===== src/rtl/sas_pkg.sv =====
`default_nettype none
package sas_pkg;
  // ---------------------------------------------------------------
  // timing in machine cycles
  // ---------------------------------------------------------------
  localparam int unsigned MC_OSC_PER     = 12;
  localparam int unsigned RES_W          = 10;
  localparam int unsigned FAST_W         = 8;
  localparam logic [3:0]  INIT_MC        = 4'h2;
  localparam logic [3:0]  SAMPLE_MC      = 4'h8;
  localparam logic [3:0]  FAST_SAMPLE_MC = 4'h6;
  localparam logic [3:0]  BIT_MC         = 4'h4;
  localparam logic [3:0]  FAST_BIT_MC    = 4'h2;
  localparam logic [5:0]  CONV_MC        = 6'h32;
  localparam logic [5:0]  FAST_CONV_MC   = 6'h18;

  // ---------------------------------------------------------------
  // register map and fields
  // ---------------------------------------------------------------
  localparam logic [11:0] OFF_CTRL     = 12'h000;
  localparam logic [11:0] OFF_RES_HIGH = 12'h004;
  localparam logic [11:0] OFF_AUX      = 12'h008;
  localparam int unsigned CTL_RES1     = 7;
  localparam int unsigned CTL_RES0     = 6;
  localparam int unsigned CTL_EXT_EN   = 5;
  localparam int unsigned CTL_DONE     = 4;
  localparam int unsigned CTL_START    = 3;
  localparam int unsigned CTL_CHAN_LSB = 0;
  localparam int unsigned CHAN_W       = 3;
  localparam int unsigned AUX_FAST     = 7;
  localparam int unsigned AUX_IDLE_OP  = 6;
  localparam logic [7:0]  CTRL_RST     = 8'h00;
  localparam logic [7:0]  RES_RST      = 8'h00;
  localparam logic [7:0]  AUX_RST      = 8'h00;

  typedef enum logic [1:0] {
    ST_IDLE,
    ST_INIT,
    ST_SAMPLE,
    ST_CONV
  } sas_state_e;
endpackage : sas_pkg
`default_nettype wire


===== src/rtl/sas_mc_tick.sv =====
`default_nettype none
module sas_mc_tick #(
  parameter int unsigned DIV = 12
) (
  input  wire logic clk_i,
  input  wire logic rst_b_i,
  input  wire logic ce_i,
  output logic      tick_o
);
  // ---------------------------------------------------------------
  // one pulse at the end of every machine cycle
  // ---------------------------------------------------------------
  localparam int unsigned CW = $clog2(DIV);
  localparam logic [CW-1:0] LAST = CW'(DIV - 1);
  logic [CW-1:0] cnt_q;

  always_ff @(posedge clk_i or negedge rst_b_i) begin
    if (!rst_b_i) begin
      cnt_q  <= '0;
      tick_o <= 1'b0;
    end else if (ce_i) begin
      if (cnt_q == LAST) begin
        cnt_q  <= '0;
        tick_o <= 1'b1;
      end else begin
        cnt_q  <= cnt_q + 1'b1;
        tick_o <= 1'b0;
      end
    end
  end
endmodule // sas_mc_tick
`default_nettype wire


===== src/rtl/sas_sar.sv =====
`default_nettype none
module sas_sar #(
  parameter int unsigned W       = 10,
  parameter int unsigned SHORT_W = 8
) (
  input  wire logic         clk_i,
  input  wire logic         rst_b_i,
  input  wire logic         ce_i,
  input  wire logic         load_i,
  input  wire logic         step_i,
  input  wire logic         comp_gt_i,
  input  wire logic         short_i,
  output logic [W-1:0]      code_o,
  output logic              last_o,
  output logic [W-1:0]      final_o
);
  // ---------------------------------------------------------------
  // successive approximation register with one-hot bit pointer
  // ---------------------------------------------------------------
  localparam logic [W-1:0] MSB_ONLY = {1'b1, {(W-1){1'b0}}};
  logic [W-1:0] ptr_q;

  // bit under test kept only when the input lies at or above the dac level
  assign final_o = code_o & ~(ptr_q & {W{~comp_gt_i}});
  assign last_o  = short_i ? ptr_q[W-SHORT_W] : ptr_q[0];

  always_ff @(posedge clk_i or negedge rst_b_i) begin
    if (!rst_b_i) begin
      code_o <= '0;
      ptr_q  <= '0;
    end else if (ce_i) begin
      if (load_i) begin
        code_o <= MSB_ONLY;
        ptr_q  <= MSB_ONLY;
      end else if (step_i) begin
        code_o <= final_o | (ptr_q >> 1);
        ptr_q  <= ptr_q >> 1;
      end
    end
  end
endmodule // sas_sar
`default_nettype wire


===== src/rtl/sas_adc_seq.sv =====
// Summary of operation
// RULE1 - enable clear: only software start bit starts
// RULE2 - enable set: software or pin rising edge
// RULE3 - trigger holds pin low, then high, each cycle
// RULE4 - pin edge seen at cycle end, start next
// RULE5 - software start begins at next machine cycle
// RULE6 - start bit: command flop plus read busy flag
// RULE7 - two init cycles, busy after first
// RULE8 - eight machine cycles sample selected channel
// RULE9 - first trial code is msb only, compare
// RULE10 - each lower bit tested, four cycles per bit
// RULE11 - upper eight to result high, two low bits
// RULE12 - done set, busy cleared, 50 or 24
// RULE13 - fast mode: eight bits in 24 cycles
// RULE14 - control bits 2..0 select analog channel
// RULE15 - starts ignored while conversion in progress
// RULE16 - idle or power-down aborts, keeps result
// RULE17 - idle operation bit keeps converter on idle
// RULE18 - result is straight binary, full scale 3FF
// RULE19 - hardware never clears completion flag
// RULE20 - software may clear, never set, done flag
// RULE21 - machine cycle is twelve oscillator periods
//
// Added by the designer: the placing of the registers and the APB interface to the registers.
`default_nettype none
module sas_adc_seq
  import sas_pkg::*;
#(
  parameter int unsigned MC_DIV = MC_OSC_PER,
  parameter int unsigned ADDR_W = 12
) (
  input  wire logic              core_clk_i,
  input  wire logic              rst_b_i,
  input  wire logic              ce_i,
  input  wire logic [ADDR_W-1:0] paddr_i,
  input  wire logic              psel_i,
  input  wire logic              penable_i,
  input  wire logic              pwrite_i,
  input  wire logic [31:0]       pwdata_i,
  input  wire logic [3:0]        pstrb_i,
  output logic      [31:0]       prdata_o,
  output logic                   pready_o,
  output logic                   pslverr_o,
  input  wire logic              ext_start_pin_i,
  input  wire logic              comp_gt_i,
  input  wire logic              idle_i,
  input  wire logic              pd_i,
  output logic      [CHAN_W-1:0] chan_sel_o,
  output logic      [RES_W-1:0]  dac_code_o,
  output logic                   sample_o,
  output logic                   adc_power_o,
  output logic                   conv_done_o,
  output logic                   conv_busy_o
);
  // ---------------------------------------------------------------
  // declarations
  // ---------------------------------------------------------------
  sas_state_e        state_q;
  logic [3:0]        phase_q;
  logic              tick_raw;
  logic              tick_ce;
  logic              ext_lvl_q;
  logic              ext_en_q;
  logic              cmd_q;
  logic              busy_q;
  logic              done_q;
  logic [CHAN_W-1:0] chan_q;
  logic [1:0]        res_low_q;
  logic [7:0]        res_high_q;
  logic              fast_q;
  logic              idle_op_q;
  logic              conv_fast_q;
  logic              samp_q;
  logic              pwr_q;
  logic              pready_q;
  logic [7:0]        prdata_q;
  logic              pslverr_q;
  logic [RES_W-1:0]  final_code;
  logic              sar_last;
  logic              acc;
  logic              wr_fire;
  logic              hit_ctl;
  logic              hit_res;
  logic              hit_aux;
  logic              wr_ctl;
  logic              wr_aux;
  logic [7:0]        wdat;
  logic [7:0]        rd_data;
  logic              ext_edge;
  logic              ext_trig;
  logic              sw_start;
  logic              conv_off;
  logic              abort;
  logic              go;
  logic [3:0]        samp_last;
  logic [3:0]        bit_last;
  logic              sar_step;
  logic              done_set;
  logic [5:0]        total_mc_q;

  // ---------------------------------------------------------------
  // machine cycle timing
  // ---------------------------------------------------------------
  sas_mc_tick #(
    .DIV (MC_DIV)
  ) u_tick (
    .clk_i   (core_clk_i),
    .rst_b_i (rst_b_i),
    .ce_i    (ce_i),
    .tick_o  (tick_raw)
  );

  assign tick_ce = tick_raw & ce_i; // RULE21

  // ---------------------------------------------------------------
  // apb decode
  // ---------------------------------------------------------------
  assign acc     = psel_i & penable_i;
  assign wr_fire = acc & pwrite_i & pready_q & ce_i;
  assign hit_ctl = (paddr_i == ADDR_W'(OFF_CTRL));
  assign hit_res = (paddr_i == ADDR_W'(OFF_RES_HIGH));
  assign hit_aux = (paddr_i == ADDR_W'(OFF_AUX));
  assign wdat    = pwdata_i[7:0];
  assign wr_ctl  = wr_fire & hit_ctl & pstrb_i[0];
  assign wr_aux  = wr_fire & hit_aux & pstrb_i[0];

  always_comb begin
    rd_data = 8'h00;
    if (hit_ctl) begin
      // start bit reads back the busy flag, not the command flop
      rd_data = {res_low_q, ext_en_q, done_q, busy_q, chan_q}; // RULE6
    end else if (hit_res) begin
      rd_data = res_high_q;
    end else if (hit_aux) begin
      rd_data[AUX_FAST]    = fast_q;
      rd_data[AUX_IDLE_OP] = idle_op_q;
    end
  end

  // one wait state: ready rises in the second access cycle
  always_ff @(posedge core_clk_i or negedge rst_b_i) begin
    if (!rst_b_i) begin
      pready_q  <= 1'b0;
      prdata_q  <= 8'h00;
      pslverr_q <= 1'b0;
    end else if (ce_i) begin
      if (acc && !pready_q) begin
        pready_q  <= 1'b1;
        prdata_q  <= rd_data;
        pslverr_q <= ~(hit_ctl | hit_res | hit_aux);
      end else begin
        pready_q  <= 1'b0;
        pslverr_q <= 1'b0;
      end
    end
  end

  assign prdata_o  = {24'h000000, prdata_q};
  assign pready_o  = pready_q;
  assign pslverr_o = pslverr_q;

  // ---------------------------------------------------------------
  // start requests
  // ---------------------------------------------------------------
  assign ext_edge = tick_ce & ext_start_pin_i & ~ext_lvl_q; // RULE4
  assign ext_trig = ext_en_q & ext_edge; // RULE1 RULE2
  assign sw_start = wr_ctl & wdat[CTL_START];
  // converter is unpowered in power-down, and in idle unless kept on
  assign conv_off = pd_i | (idle_i & ~idle_op_q); // RULE17
  assign abort    = conv_off & ((state_q != ST_IDLE) | cmd_q); // RULE16
  // software start waits for the next machine-cycle boundary
  assign go = tick_ce & (state_q == ST_IDLE) & ~conv_off
              & (cmd_q | ext_trig); // RULE5 RULE4

  always_ff @(posedge core_clk_i or negedge rst_b_i) begin
    if (!rst_b_i) begin
      ext_lvl_q <= 1'b0;
    end else if (tick_ce) begin
      ext_lvl_q <= ext_start_pin_i;
    end
  end

  // command flop: set by a start only while nothing is running
  always_ff @(posedge core_clk_i or negedge rst_b_i) begin
    if (!rst_b_i) begin
      cmd_q <= 1'b0;
    end else if (ce_i) begin
      if (abort || done_set) begin
        cmd_q <= 1'b0;
      end else if ((sw_start || ext_trig) && state_q == ST_IDLE) begin
        cmd_q <= 1'b1; // RULE6 RULE15
      end
    end
  end

  // ---------------------------------------------------------------
  // conversion sequencer
  // ---------------------------------------------------------------
  assign samp_last = (conv_fast_q ? FAST_SAMPLE_MC : SAMPLE_MC) - 4'h1;
  assign bit_last  = (conv_fast_q ? FAST_BIT_MC : BIT_MC) - 4'h1;
  assign sar_step  = tick_ce & (state_q == ST_CONV)
                     & (phase_q == bit_last); // RULE10
  assign done_set  = sar_step & sar_last & ~abort;

  always_ff @(posedge core_clk_i or negedge rst_b_i) begin
    if (!rst_b_i) begin
      state_q     <= ST_IDLE;
      phase_q     <= 4'h0;
      conv_fast_q <= 1'b0;
      samp_q      <= 1'b0;
    end else if (ce_i) begin
      if (abort) begin
        state_q <= ST_IDLE; // RULE16
        phase_q <= 4'h0;
        samp_q  <= 1'b0;
      end else begin
        unique case (state_q)
          ST_IDLE: begin
            if (go) begin
              state_q     <= ST_INIT;
              phase_q     <= 4'h0;
              conv_fast_q <= fast_q; // RULE13
            end
          end
          ST_INIT: begin
            if (tick_ce) begin
              if (phase_q == INIT_MC - 4'h1) begin
                state_q <= ST_SAMPLE; // RULE7
                phase_q <= 4'h0;
                samp_q  <= 1'b1;
              end else begin
                phase_q <= phase_q + 4'h1;
              end
            end
          end
          ST_SAMPLE: begin
            if (tick_ce) begin
              if (phase_q == samp_last) begin
                state_q <= ST_CONV; // RULE8
                phase_q <= 4'h0;
                samp_q  <= 1'b0;
              end else begin
                phase_q <= phase_q + 4'h1;
              end
            end
          end
          ST_CONV: begin
            if (tick_ce) begin
              if (phase_q == bit_last) begin
                phase_q <= 4'h0;
                if (sar_last) begin
                  state_q <= ST_IDLE;
                end
              end else begin
                phase_q <= phase_q + 4'h1;
              end
            end
          end
        endcase
      end
    end
  end

  sas_sar #(
    .W       (RES_W),
    .SHORT_W (FAST_W)
  ) u_sar (
    .clk_i     (core_clk_i),
    .rst_b_i   (rst_b_i),
    .ce_i      (ce_i),
    .load_i    (go), // RULE9
    .step_i    (sar_step),
    .comp_gt_i (comp_gt_i),
    .short_i   (conv_fast_q),
    .code_o    (dac_code_o),
    .last_o    (sar_last),
    .final_o   (final_code)
  );

  // ---------------------------------------------------------------
  // status flags and result
  // ---------------------------------------------------------------
  always_ff @(posedge core_clk_i or negedge rst_b_i) begin
    if (!rst_b_i) begin
      busy_q <= 1'b0;
    end else if (ce_i) begin
      if (abort || done_set) begin
        busy_q <= 1'b0; // RULE12
      end else if (tick_ce && state_q == ST_INIT && phase_q == 4'h0) begin
        busy_q <= 1'b1; // RULE7
      end
    end
  end

  // set wins over a clearing write in the same cycle
  always_ff @(posedge core_clk_i or negedge rst_b_i) begin
    if (!rst_b_i) begin
      done_q <= CTRL_RST[CTL_DONE];
    end else if (ce_i) begin
      if (done_set) begin
        done_q <= 1'b1; // RULE12 RULE19
      end else if (wr_ctl && !wdat[CTL_DONE]) begin
        done_q <= 1'b0; // RULE20
      end
    end
  end

  // straight binary code, upper byte and two low bits
  always_ff @(posedge core_clk_i or negedge rst_b_i) begin
    if (!rst_b_i) begin
      res_high_q <= RES_RST;
      res_low_q  <= CTRL_RST[CTL_RES1:CTL_RES0];
    end else if (ce_i && done_set) begin
      res_high_q <= final_code[RES_W-1:RES_W-FAST_W]; // RULE11 RULE18
      res_low_q  <= conv_fast_q ? 2'h0 : final_code[1:0]; // RULE11
    end
  end

  // ---------------------------------------------------------------
  // software controls
  // ---------------------------------------------------------------
  always_ff @(posedge core_clk_i or negedge rst_b_i) begin
    if (!rst_b_i) begin
      ext_en_q <= CTRL_RST[CTL_EXT_EN];
      chan_q   <= CTRL_RST[CTL_CHAN_LSB +: CHAN_W];
    end else if (wr_ctl) begin
      ext_en_q <= wdat[CTL_EXT_EN];
      chan_q   <= wdat[CTL_CHAN_LSB +: CHAN_W]; // RULE14
    end
  end

  always_ff @(posedge core_clk_i or negedge rst_b_i) begin
    if (!rst_b_i) begin
      fast_q    <= AUX_RST[AUX_FAST];
      idle_op_q <= AUX_RST[AUX_IDLE_OP];
    end else if (wr_aux) begin
      fast_q    <= wdat[AUX_FAST];
      idle_op_q <= wdat[AUX_IDLE_OP];
    end
  end

  always_ff @(posedge core_clk_i or negedge rst_b_i) begin
    if (!rst_b_i) begin
      pwr_q <= 1'b0;
    end else if (ce_i) begin
      pwr_q <= ~conv_off; // RULE17
    end
  end

  assign chan_sel_o  = chan_q;
  assign sample_o    = samp_q;
  assign adc_power_o = pwr_q;
  assign conv_done_o = done_q;
  assign conv_busy_o = busy_q;

  // ---------------------------------------------------------------
  // checks
  // ---------------------------------------------------------------
  always_ff @(posedge core_clk_i or negedge rst_b_i) begin
    if (!rst_b_i) begin
      total_mc_q <= 6'h00;
    end else if (go) begin
      total_mc_q <= 6'h00;
    end else if (tick_ce && state_q != ST_IDLE) begin
      total_mc_q <= total_mc_q + 6'h01;
    end
  end
endmodule // sas_adc_seq
`default_nettype wire


===== config.mk =====
export PLATFORM = sky130hd
export DESIGN_NAME = sas_adc_seq
export DESIGN_NICKNAME = d
export VERILOG_FILES = /design/src/rtl/sas_pkg.sv /design/src/rtl/sas_mc_tick.sv /design/src/rtl/sas_sar.sv /design/src/rtl/sas_adc_seq.sv
export SDC_FILE = /design/constraint.sdc
export NUM_CORES = 1
export LEC_CHECK = 0
export BUFFER_PORTS_ARGS = -buffer_cell sky130_fd_sc_hd__buf_4
export CAP_MARGIN = 10
export CORE_UTILIZATION = 51
export CTS_CLUSTER_SIZE = 30
export DETAILED_ROUTE_END_ITERATION = 8
export MAX_ROUTING_LAYER = met4
export PLACE_DENSITY = 0.81
export SETUP_SLACK_MARGIN = 0.15
export SLEW_MARGIN = 20
export SYNTH_ARGS = -nofsm -noshare
export SYNTH_HDL_FRONTEND = slang
export SYNTH_SLANG_ARGS = --single-unit

===== constraint.sdc =====
create_clock -name core_clk_i -period 2.5 [get_ports core_clk_i]
set_clock_uncertainty 0.05 [all_clocks]
set_input_delay 0.5 -clock core_clk_i [delete_from_list [all_inputs] [get_ports core_clk_i]]
set_output_delay 0.5 -clock core_clk_i [all_outputs]
set_load 0.01 [all_outputs]

After elaboration in Yosys (flattened, before gate mapping) --
Cells that the tools add are included.
Operators by class: add/subtract/negate cells 4, reductions and logical operators 28, equality and inequality tests 17, multiplexer cells 47, bitwise logic cells 37
Operators with widths (count):
- $mux W10 | 4
- $mux W4 | 10
- $mux W2 | 12
- $and A1 B1 Y1 | 22
- $ne A3 B3 Y1 const B | 7
- $and A10 B10 Y10 | 2
- $pmux W4 S4 | 1
- $mux W1 | 15
- $eq A12 B3 Y1 const B | 1
- $eq A12 B4 Y1 const B | 1
- $logic_not A12 Y1 | 1
- $not A10 Y10 | 1
- $or A10 B9 Y10 | 1
- $reduce_and A2 Y1 | 5
- $reduce_bool A2 Y1 | 5
- $reduce_and A9 Y1 | 1
- $add A4 B1 Y4 const B | 2
- $eq A4 B4 Y1 | 2
- $mux W8 | 1
- $pmux W2 S4 | 1
- $logic_and A1 B1 Y1 | 6
- $mux W6 | 1
- $not A1 Y1 | 6
- $reduce_and A6 Y1 | 1
- 17 further kinds | 24
Storage, ports and cells: register bits after elaboration 64, logic and storage cells 155, output and inout bits 51

Depth between registers and ports, before layout --
Gate-level depths: netlist of the first run.
depth in word-level cells 11, mapped depth 8, gate-level depth less buffers 7

Cells and area by module --
From an unflattened synthesis of the first run, not the netlist that was laid out.
Second synthesis, totals: cell total of the unflattened synthesis 343, area total of the unflattened synthesis 3639.7 µm²
By module, submodules not included:
- sas_adc_seq | instances 1, cells each 223, area each 2283.4 µm², sequential area each 975.9 µm²
- sas_sar | instances 1, cells each 98, area each 1112.3 µm², sequential area each 500.5 µm²
- sas_mc_tick | instances 1, cells each 22, area each 244.0 µm², sequential area each 125.1 µm²

Least setup slack after synthesis of the first run --
OpenSTA, ideal clock, no wires.
path type register -> register, from register phase_q[1], to register state_q[0], clock period less this slack 2117 ps, setup time 126 ps, buffers on the path 0, data arrival time 1942 ps, slack 383 ps, stages on the path, launching flop included 8, required time 2324 ps, path through dfrtp_1 inv_1 ha_1 or3b_1 a21oi_1 o31ai_1 or4_4 mux2i_1
On the way: word-level cells in the longest chain between the ends 3, elaborated cells between the ends (all ways) 7, classes of those cells eq/ne: 6; reduce/logical: 1
RTL lines:
- start: declaration | line sas_adc_seq.sv:59 | logic [3:0] phase_q;
- start signal: assignment | line sas_adc_seq.sv:232 | phase_q <= phase_q + 4'h1;
- start signal: assignment | line sas_adc_seq.sv:243 | phase_q <= phase_q + 4'h1;
- start signal: assignment | line sas_adc_seq.sv:255 | phase_q <= phase_q + 4'h1;
- $eq A4 B4 Y1, or another cell as far along | line sas_adc_seq.sv:238 | if (phase_q == samp_last) begin
- $ne A3 B3 Y1 (no line) or $ne A3 B2 Y1 (tied branches)
- $reduce_and A9 Y1 (no line) *
- end signal: assignment | line sas_adc_seq.sv:228 | state_q <= ST_SAMPLE;
- end signal: assignment | line sas_adc_seq.sv:239 | state_q <= ST_CONV;
- end signal: assignment | line sas_adc_seq.sv:252 | state_q <= ST_IDLE;
- end: declaration | line sas_adc_seq.sv:58 | sas_state_e state_q;
Mark *: on every way between the ends. The rest lies on a longest branch, timed or not. A chain may end at the register's enable or synchronous reset.

Worst setup path in the final report of the first run --
from register state_q[0], to register phase_q[0]
On the way: word-level cells in the longest chain between the ends 6, elaborated cells between the ends (all ways) 17, classes of those cells eq/ne: 7; mux: 2; bitwise: 5; reduce/logical: 3
RTL lines:
- start signal: assignment | line sas_adc_seq.sv:207 | state_q <= ST_IDLE;
- start signal: assignment | line sas_adc_seq.sv:213 | state_q <= ST_IDLE;
- start signal: assignment | line sas_adc_seq.sv:220 | state_q <= ST_INIT;
- $logic_not A2 Y1 | line sas_adc_seq.sv:172, sas_adc_seq.sv:217
- $and A1 B1 Y1 (2 in a row) | line sas_adc_seq.sv:172 | assign go = tick_ce & (state_q == ST_IDLE) & ~conv_off
- $and A1 B1 Y1 | line sas_adc_seq.sv:173 | & (cmd_q | ext_trig);
- $ne A3 B3 Y1 (no line)
- $reduce_and A5 Y1 (no line)
Several ways; a longest one is shown, not always the timed one.

==> metrics, run 1 <==
core area 6100 um2; post-DP HPWL 5030 um; CTS tree built; sequential share of power 41.7%; root buffer cell clkbuf_8; combinational family with the most area after synthesis simple AND/OR/NAND/NOR gates; Cells after Synth 355; cell area power density 711 nW/um2; setup ws final 0.306 ns; fin. max-slew vios 0; final net count 489; endpoints failing hold 0; Worst-path clk slew 0.07 ns; Synth area leaders dfrtp_1 48%, nand2_1 8.2%, o21ai_0 5.4%; critical path arrival 2.41 ns; Int Power 1.98 mW; area of the multi-input gates 1500 um2; met2 Use GR 35.7%; # rows 28; Vias/cell 5.24; antenna violations before repair 0; fillers 484; GPL Wtd Cong 0.861; RSZ-0062 raised after global routing false; cells along the critical path inv_1 > ha_1 > nor2_1 > a2111oi_1 > or3_1 > a2111o_1 > o21ai_1; highest-delay cell along the critical path or3_1; HP Class in2async; die area 6810 um2; Required @ worst endpoint 2.72 ns; Antenna Nets Post-Route 0; Post-synth EDFFs 0; initial cell density of the core 54.2%; Clock Latency Late Sink 0.34 ns; Worst-Margin Slew 0.782 ns; # H-tree levels 3; TritonCTS Buffers 9; Post-route DRC 0; Mapped Area 3310 um2; Yosys warning total 0; Core Util, Final 65.6%; largest net degree at the start of global routing 65; area share of xor/xnor cells in the synthesized design 0.530%; Adder-Cell Fraction of Synth Area 3.41%; Final TNS setup 0 ns; post-synthesis mux area share 6.13%; CP Launch Type register; Chip Width 82.5 um; Seq cells post-synth 64; met3 Use GR 2.97%; Gate power share 22.8%; asr flop ratio synth 100%; register area 1600 um2; final wirelength 6970 um; Die Y 82.5 um; Synth area leader dfrtp_1; drt pass-1 iters 4; Distinct cells, synth 47; via count 2632; Setup violations, final 0; Port Buf Inserts 57; Sw Ratio 30.3%; syn_area_per_cell 9.32 um2; post-synthesis sequential area ratio 48.4%; CP Buf/Inv Count 1; met1 GRT Util 29.0%; number of global-route vias before repair 2444; Max rail drop VDD 0.406 mV; area grow syn2layout 20.9%; Post-Place Setup Slack 0.217 ns; Max Cap Violations 0; Avg WL per Cell 13.9 um; I/O pin total 109; clock network power share 35.5%; hold_buf cts 0; Inserted Diodes 0; Psw 862 uW; outcome complete, no violations; GRT overflow 0; critical path fanouts, max 7; Crit Path Class reg2reg; period utilization 87.8%; max incr delay on CP 0.48 ns; global-route wire length before repair 11200 um; Lkg Pwr 1.93 nW; CP delay by family, top compound AO/OA/AOI/OAI gates; CP endpoint kind register; Longest Clk Path Bufs 2; Most used DFF post-synth dfrtp_1; GRT Total Usage 22.8%; grt peak-use layer met2; Synth top area share 48.4%; Fmax 0.456 GHz; postcts setup bufs 0; max_slew headroom 47.8%; drt first-iter violations 249; Post-Synth Simple-Gate Area 18.0%; share of layout cells above drive strength 1 22.5%; Synth Area in Compound Gates 14.4%; Num Clock Sinks 64; fin crit period 2.19 ns
==> cells in the mapped netlist, types with 4 or more instances <==
cell / instances
nand3_1: 8
clkbuf_1: 7
mux2i_1: 9
mux2_2: 10
dfrtp_1: 64
a21oi_1: 23
inv_1: 20
o21ai_0: 36
nand3b_1: 4
nor2_1: 13
nor4_1: 4
nand2_1: 72
ha_1: 9
buf_4: 24
==> power groups by stage <==
| stage | Clock (mW) | Combinational (mW) | Sequential, mW |
|---|---|---|---|
| 6_report | 1.01 | 0.649 | 1.18 |
| 5_1_grt | 1.06 | 0.729 | 1.20 |
| 4_1_cts | 1.03 | 0.647 | 1.18 |
| 3_5_place_dp | 0 | 0.639 | 1.20 |
| 3_3_place_gp | 0 | 0.606 | 1.20 |
| 2_1_floorplan | 0 | 0.430 | 1.21 |
==> metal layers <==
layer	vias to the layer above	wire, um
met1	1231	3150
met5	-	0
met2	77	3330
met3	11	359
li1	1313	-
met4	0	122
==> worst paths after layout <==
kind,slack (ns),endpoint,depth (start not counted),start
worst min register to register,0.43,prdata_q[1],2,prdata_q[1]
worst min-delay path,0.18,state_q[0],1,rst_b_i
min in group core_clk_i,0.32,ext_lvl_q,3,ext_start_pin_i
worst max register to register,0.31,phase_q[0],7,state_q[0]
max in group asynchronous,1.69,phase_q[2],1,rst_b_i
worst max-delay path,0.31,phase_q[0],7,state_q[0]
==> cell type report <==
class	instances	area share, %
Clock inverter	6	2.28
Clock buffer	10	3.44
Timing Repair Buffer	67	12.6
Sequential cell	64	40.1
Tap cell	75	2.35
Multi-Input combinational cell	260	37.4
Inverter	20	1.88
==> registers in the layout, indices dropped and copies added (netlist names) <==
signal	flops
conv_busy_o	1
pready_o	1
sample_o	1
u_sar.ptr_q	10
conv_done_o	1
idle_op_q	1
res_high_q	8
u_tick.tick_o	1
res_low_q	2
adc_power_o	1
cmd_q	1
ext_en_q	1
fast_q	1
ext_lvl_q	1
chan_sel_o	3
u_sar.code_o	10
conv_fast_q	1
prdata_q	8
phase_q	4
pslverr_o	1
state_q	2
u_tick.cnt_q	4
==> logic make-up (layout without fill, tap and decap cells) <==
family,after synthesis,in the layout
buffers and inverters,54,103
adder cells (fa/ha/maj),9,9
multiplexers,19,19
other,1,24
XOR/XNOR,2,2
AO/OA/AOI/OAI,81,81
flip-flops,64,64
AND/OR/NAND/NOR,125,125
==> metrics by stage <==
step | power, mW | area, um2 | hold slack [ns] | cells
after floorplan | 1.64 | 3390 | 0.154 | 378
after CTS | 2.86 | 4000 | 0.219 | 502
final | 2.84 | 4000 | 0.180 | 502
after global routing | 2.99 | 4000 | 0.273 | 502
after detailed placement | 1.84 | 3770 | 0.425 | 486
after global placement | 1.80 | 3770 | 0.414 | 486
==> layout by cell type (no fill, tap or decap), types with 3 or more instances in the layout <==
master,n
a21o_1,3
a21oi_1,23
buf_4,67
clkbuf_8,10
conb_1,24
dfrtp_1,64
ha_1,9
inv_1,20
mux2_2,10
mux2i_1,9
nand2_1,72
nand2b_1,3
nand3_1,8
nand3b_1,4
nand4_1,3
nor2_1,13
nor2b_1,3
nor4_1,4
o21ai_0,36
o31ai_1,3
or3_1,3
==> repair_timing <==
item | in CTS | in global routing
resized for setup | 0 | 1
endpoints found under the hold margin | 0 | 0
endpoints found under the setup margin | 0 | 4
Note: power is estimated with default switching activity, not from simulation.
==> inputs of run 2 (changes only) <==
- CELL_PAD_IN_SITES_DETAIL_PLACEMENT: not set -> 1
- CELL_PAD_IN_SITES_GLOBAL_PLACEMENT: not set -> 1
- CORE_UTILIZATION: 51 -> 37
- PLACE_DENSITY: 0.81 -> 0.8
==> metrics, run 2 (synthesis gave the netlist of run 1 again) <==
endpoints failing hold 0 (unchanged); cells along the critical path inv_1 > ha_1 > or3b_1 > a21oi_2 > o31ai_1 > or4_4 > mux2i_1 (was inv_1 > ha_1 > nor2_1 > a2111oi_1 > or3_1 > a2111o_1 > o21ai_1); Final TNS setup 0 ns (unchanged); global-route wire length before repair 13300 um (was 11200 um); Worst-path clk slew 0.07 ns (about the same); CTS tree built (unchanged); Setup violations, final 0 (unchanged); outcome complete, no violations (unchanged); CP Buf/Inv Count 1 (unchanged); Fmax 0.450 GHz (was 0.456 GHz); Post-CTS Resized 0 (unchanged); R2R depth 7 (unchanged); Inserted Diodes 0 (unchanged); Avg WL per Cell 15.7 um (was 13.9 um); Antenna Nets Post-Route 0 (unchanged); critical path arrival 2.44 ns (was 2.41 ns); antenna violations before repair 0 (unchanged); HP Class in2async (unchanged); number of global-route vias before repair 2797 (was 2444); CP Launch Type register (unchanged); Worst R2R Setup Slack 0.28 ns (was 0.31 ns); largest net degree at the start of global routing 65 (unchanged); core area 8680 um2 (was 6100 um2); cell area power density 686 nW/um2 (was 711 nW/um2); Worst Setup EP state_q[1] (was phase_q[0]); TritonCTS Buffers 9 (unchanged); commonest cells after routing, fill and taps aside 72 x nand2_1, 67 x buf_4, 64 x dfrtp_1, 36 x o21ai_0, 24 x conb_1 (unchanged); Port Buf Inserts 57 (unchanged); most common cell after layout, fill and taps aside nand2_1 (unchanged); max_slew headroom 45.5% (was 47.8%); r2r endpoint state_q[1] (was phase_q[0]); drt pass-1 iters 4 (unchanged); via count 2784 (was 2632); biggest regs u_sar.code_o (10), u_sar.ptr_q (10) (unchanged); Clock Latency Late Sink 0.35 ns (was 0.34 ns); fin. max-slew vios 0 (unchanged); share of layout cells above drive strength 1 22.7% (was 22.5%); GRT Total Usage 19.8% (was 22.8%); # rows 34 (was 28); GPL Wtd Cong 0.872 (was 0.861); initial cell density of the core 38.1% (was 54.2%); critical path fanouts, max 3 (was 7); fin crit period 2.22 ns (was 2.19 ns); final instance area 4020 um2 (was 4000 um2); Post-DP Area 3810 um2 (was 3770 um2); post-DP HPWL 6030 um (was 5030 um); Crit Path Class reg2reg (unchanged); Num Clock Sinks 64 (unchanged); Vias/cell 5.20 (was 5.24); CP endpoint kind register (unchanged); Worst-Margin Slew 0.818 ns (was 0.782 ns); Crit. path cell count 7 (unchanged); Max Cap Violations 0 (unchanged); Max rail drop VDD 0.290 mV (was 0.406 mV); GRT overflow 0 (unchanged); Longest Clk Path Bufs 2 (unchanged); Layout Cells excl Fill 535 (was 502); final net count 489 (unchanged); worst r2r src phase_q[1] (was state_q[0]); Chip Width 96.5 um (was 82.5 um); period utilization 88.9% (was 87.8%); RSZ-0062 raised after global routing false (unchanged); Lkg Pwr 1.92 nW (was 1.93 nW); highest-delay cell along the critical path or4_4 (was or3_1); root buffer cell clkbuf_8 (unchanged); # H-tree levels 3 (unchanged); hold slack final 0.180 ns (about the same); hold_buf cts 0 (unchanged); Required @ worst endpoint 2.72 ns (about the same); fillers 1048 (was 484); postcts setup bufs 0 (unchanged); Post-route DRC 0 (unchanged); max incr delay on CP 0.58 ns (was 0.48 ns); die area 9320 um2 (was 6810 um2); Critical Path Source phase_q[1] (was state_q[0]); CP delay by family, top simple AND/OR/NAND/NOR gates (was compound AO/OA/AOI/OAI gates); area grow syn2layout 21.5% (was 20.9%); drt first-iter violations 107 (was 249); Die Y 96.5 um (was 82.5 um); Placed Cells 519 (was 486); I/O pin total 109 (unchanged); final wirelength 8400 um (was 6970 um)
==> run 2: layout make-up <==
type / count / area, um2 / share of cell area [%]
well taps: 108 / 135 / 3.36
inverters: 20 / 75.1 / 1.87
clock buffers: 9 / 124 / 3.08
flip-flops and latches: 64 / 1600 / 39.9
repair buffers: 67 / 503 / 12.5
multi-input cells: 260 / 1510 / 37.5
clock inverters: 7 / 71.3 / 1.78
==> run 2: worst reg2reg max path: stages, from the launching register on <==
cell and delay [ns]:
dfrtp_1 0.39, inv_1 0.08, ha_1 0.13, or3b_1 0.40, a21oi_2 0.20, o31ai_1 0.13
or4_4 0.58, mux2i_1 0.18
==> run 2: worst min-delay path by stage <==
stage | slack [ns] | end | cells after the start
floorplan | 0.15 | adc_power_o | 0
global placement | 0.41 | prdata_q[0] | 2
detailed placement | 0.43 | res_low_q[1] | 2
CTS | 0.22 | state_q[1] | 1
global route | 0.25 | adc_power_o | 1
finish | 0.18 | adc_power_o | 1
==> run 2: per-layer routing <==
metal / track usage [%] / routed length, um / vias up
met5: - / 0 / -
met3: 3.05 / 392 / 16
met4: 9.56 / 162 / 0
met1: 24.0 / 3810 / 1387
met2: 32.3 / 4030 / 70
li1: - / - / 1311
==> run 2: stage by stage <==
step                setup WS, ns  util, %  total power, mW
finish                     0.277     46.3             2.76
global route               0.138     46.3             2.91
CTS                        0.196     46.2             2.76
detailed placement         0.235     43.9             1.86
global placement           0.270     43.9             1.82
floorplan                  0.383        -             1.64
==> run 2: report_power, final <==
| part | internal [mW] | switching [mW] |
|---|---|---|
| registers | 1.11 | 0.0746 |
| logic | 0.279 | 0.391 |
| clock network | 0.462 | 0.436 |
==> inputs of run 3 (changes only) <==
- CORE_UTILIZATION: 37 -> 34
- PLACE_DENSITY: 0.8 -> 0.78
- clock period: 2.5 -> 1.93 ns (I/O delays scaled with it)
==> metrics, run 3 (synthesis gave the netlist of run 1 again) <==
final instance area 4840 um2 (was 4020 um2); area grow syn2layout 46.4% (was 21.5%); Clock Latency Late Sink 0.33 ns (was 0.35 ns); Layout Cells excl Fill 602 (was 535); hold slack final 0.222 ns (was 0.180 ns); Worst-path clk slew 0.09 ns (was 0.07 ns); Setup violations, final 13 (was 0); worst r2r src state_q[0] (was phase_q[1]); GRT Total Usage 19.7% (was 19.8%); CP endpoint kind register (unchanged); period utilization 108% (was 88.9%); Vias/cell 5.13 (was 5.20); post-DP HPWL 6470 um (was 6030 um); clock network power share 25.2% (was 32.6%); Required @ worst endpoint 2.10 ns (was 2.72 ns); Int Power 2.79 mW (was 1.85 mW); Max rail drop VDD 0.375 mV (was 0.290 mV); Inserted Diodes 0 (unchanged); Max Cap Violations 0 (unchanged); GPL Wtd Cong 0.898 (was 0.872); I/O pin total 109 (unchanged); failing checks setup timing; Die Y 101 um (was 96.5 um); CP Launch Type register (unchanged); drt pass-1 iters 4 (unchanged); Fmax 0.481 GHz (was 0.450 GHz); met3 WL 438 um (was 392 um); initial cell density of the core 35.5% (was 38.1%); number of global-route vias before repair 2939 (was 2797); antenna violations before repair 0 (unchanged); die area 10100 um2 (was 9320 um2); fin. max-slew vios 0 (unchanged); GRT overflow 0 (unchanged); Crit Path Class reg2reg (unchanged); Metal-1 WL 4790 um (was 3810 um); Min-Delay Startpoint pwdata_i[2]; Port Buf Inserts 57 (unchanged); most common cell after layout, fill and taps aside buf_4 (was nand2_1); Post-DP Area 4100 um2 (was 3810 um2); Chip Width 101 um (was 96.5 um); HP Class in2reg (was in2async); fin crit period 2.08 ns (was 2.22 ns); Antenna Nets Post-Route 0 (unchanged); drt first-iter violations 118 (was 107); Lkg Pwr 2.25 nW (was 1.92 nW); global-route wire length before repair 14900 um (was 13300 um); hold depth 2; outcome complete, but fails checks (was complete, no violations); Num Clock Sinks 64 (unchanged); WHS Endpoint chan_sel_o[2]; Psw 1.55 mW (was 902 uW); Worst R2R Setup Slack -0.15 ns (was 0.28 ns); Placed Cells 568 (was 519); share of layout cells above drive strength 1 44.0% (was 22.7%); root buffer cell clkbuf_8 (unchanged); # rows 35 (was 34); Longest Clk Path Bufs 2 (unchanged); Post-Place Setup Slack -0.146 ns (was 0.235 ns); critical path fanouts, max 4 (was 3); Post-route DRC 0 (unchanged); Sw Ratio 35.7% (was 32.7%); final net count 535 (was 489); setup ws final -0.150 ns (was 0.277 ns); commonest cells after routing, fill and taps aside 100 x buf_4, 63 x dfrtp_1, 56 x nand2_1, 24 x conb_1, 23 x o21ai_0 (was 72 x nand2_1, 67 x buf_4, 64 x dfrtp_1, 36 x o21ai_0, 24 x conb_1); wire length on met2 5880 um (was 4030 um); Gate power share 38.6% (was 24.3%); biggest regs u_sar.code_o (10), u_sar.ptr_q (10) (unchanged); core area 9330 um2 (was 8680 um2); Final TNS setup -0.631 ns (was 0 ns); largest net degree at the start of global routing 35 (was 65); RSZ-0062 raised after global routing true (was false); critical path arrival 2.25 ns (was 2.44 ns); final wirelength 11500 um (was 8400 um); R2R depth 6 (was 7); Core Util, Final 51.9% (was 46.3%); TritonCTS Buffers 9 (unchanged); cell area power density 896 nW/um2 (was 686 nW/um2); via count 3088 (was 2784); endpoints failing hold 0 (unchanged); overall power 4.34 mW (was 2.76 mW); sequential share of power 36.3% (was 43.1%); # H-tree levels 3 (unchanged); highest metal layer with signal wires met4 (unchanged); Avg WL per Cell 19.2 um (was 15.7 um); r2r endpoint state_q[0] (was state_q[1]); CTS tree built (unchanged)
[run 3: worst max-delay path, stage by stage, from the launching register on]
cell and delay, ns:
dfrtp_1 0.41, buf_4 0.16, ha_4 0.19, nor4_4 0.43, o31ai_2 0.13, or4_4 0.45
mux2i_1 0.14
[run 3: power groups by stage]
stage / Clock [mW] / Combinational, mW / Sequential [mW]
global route: 1.17 / 1.76 / 1.58
finish: 1.09 / 1.67 / 1.57
global placement: 0 / 1.03 / 1.56
floorplan: 0 / 0.603 / 1.57
CTS: 1.09 / 1.31 / 1.55
detailed placement: 0 / 1.09 / 1.57
[run 3: area by class of cell]
class | instances | area, um2
Timing Repair Buffer | 113 | 927
Inverter | 20 | 77.6
Sequential cell | 64 | 1600
Clock inverter | 6 | 43.8
Clock buffer | 10 | 138
Tap cell | 129 | 161
Multi-Input combinational cell | 260 | 1890
Fill cell | 1052 | 4490
[run 3: how the worst max path moves through the flow]
stage                from          to  slack, ns  cells past startpoint
2_1_floorplan  phase_q[1]  state_q[1]      -0.03                      7
4_1_cts        phase_q[1]  state_q[0]      -0.06                      7
3_5_place_dp       idle_i  phase_q[0]      -0.15                      6
3_3_place_gp       idle_i  phase_q[0]      -0.08                      6
6_report       state_q[0]  state_q[0]      -0.15                      6
5_1_grt        state_q[0]  state_q[0]      -0.17                      6
[run 3: timing repair]
item,CTS,global route
hold buffers,1,0
endpoints found under the setup margin,27,40
cloned,0,3
resized for setup,24,82
pin swaps,8,12
endpoints found under the hold margin,30,0
setup buffers,3,11
[run 3: layer usage]
layer / up-vias / GRT usage, %
met5: - / -
met4: 0 / 7.02
met3: 29 / 3.33
met2: 107 / 33.2
met1: 1552 / 23.8
li1: 1400 / -
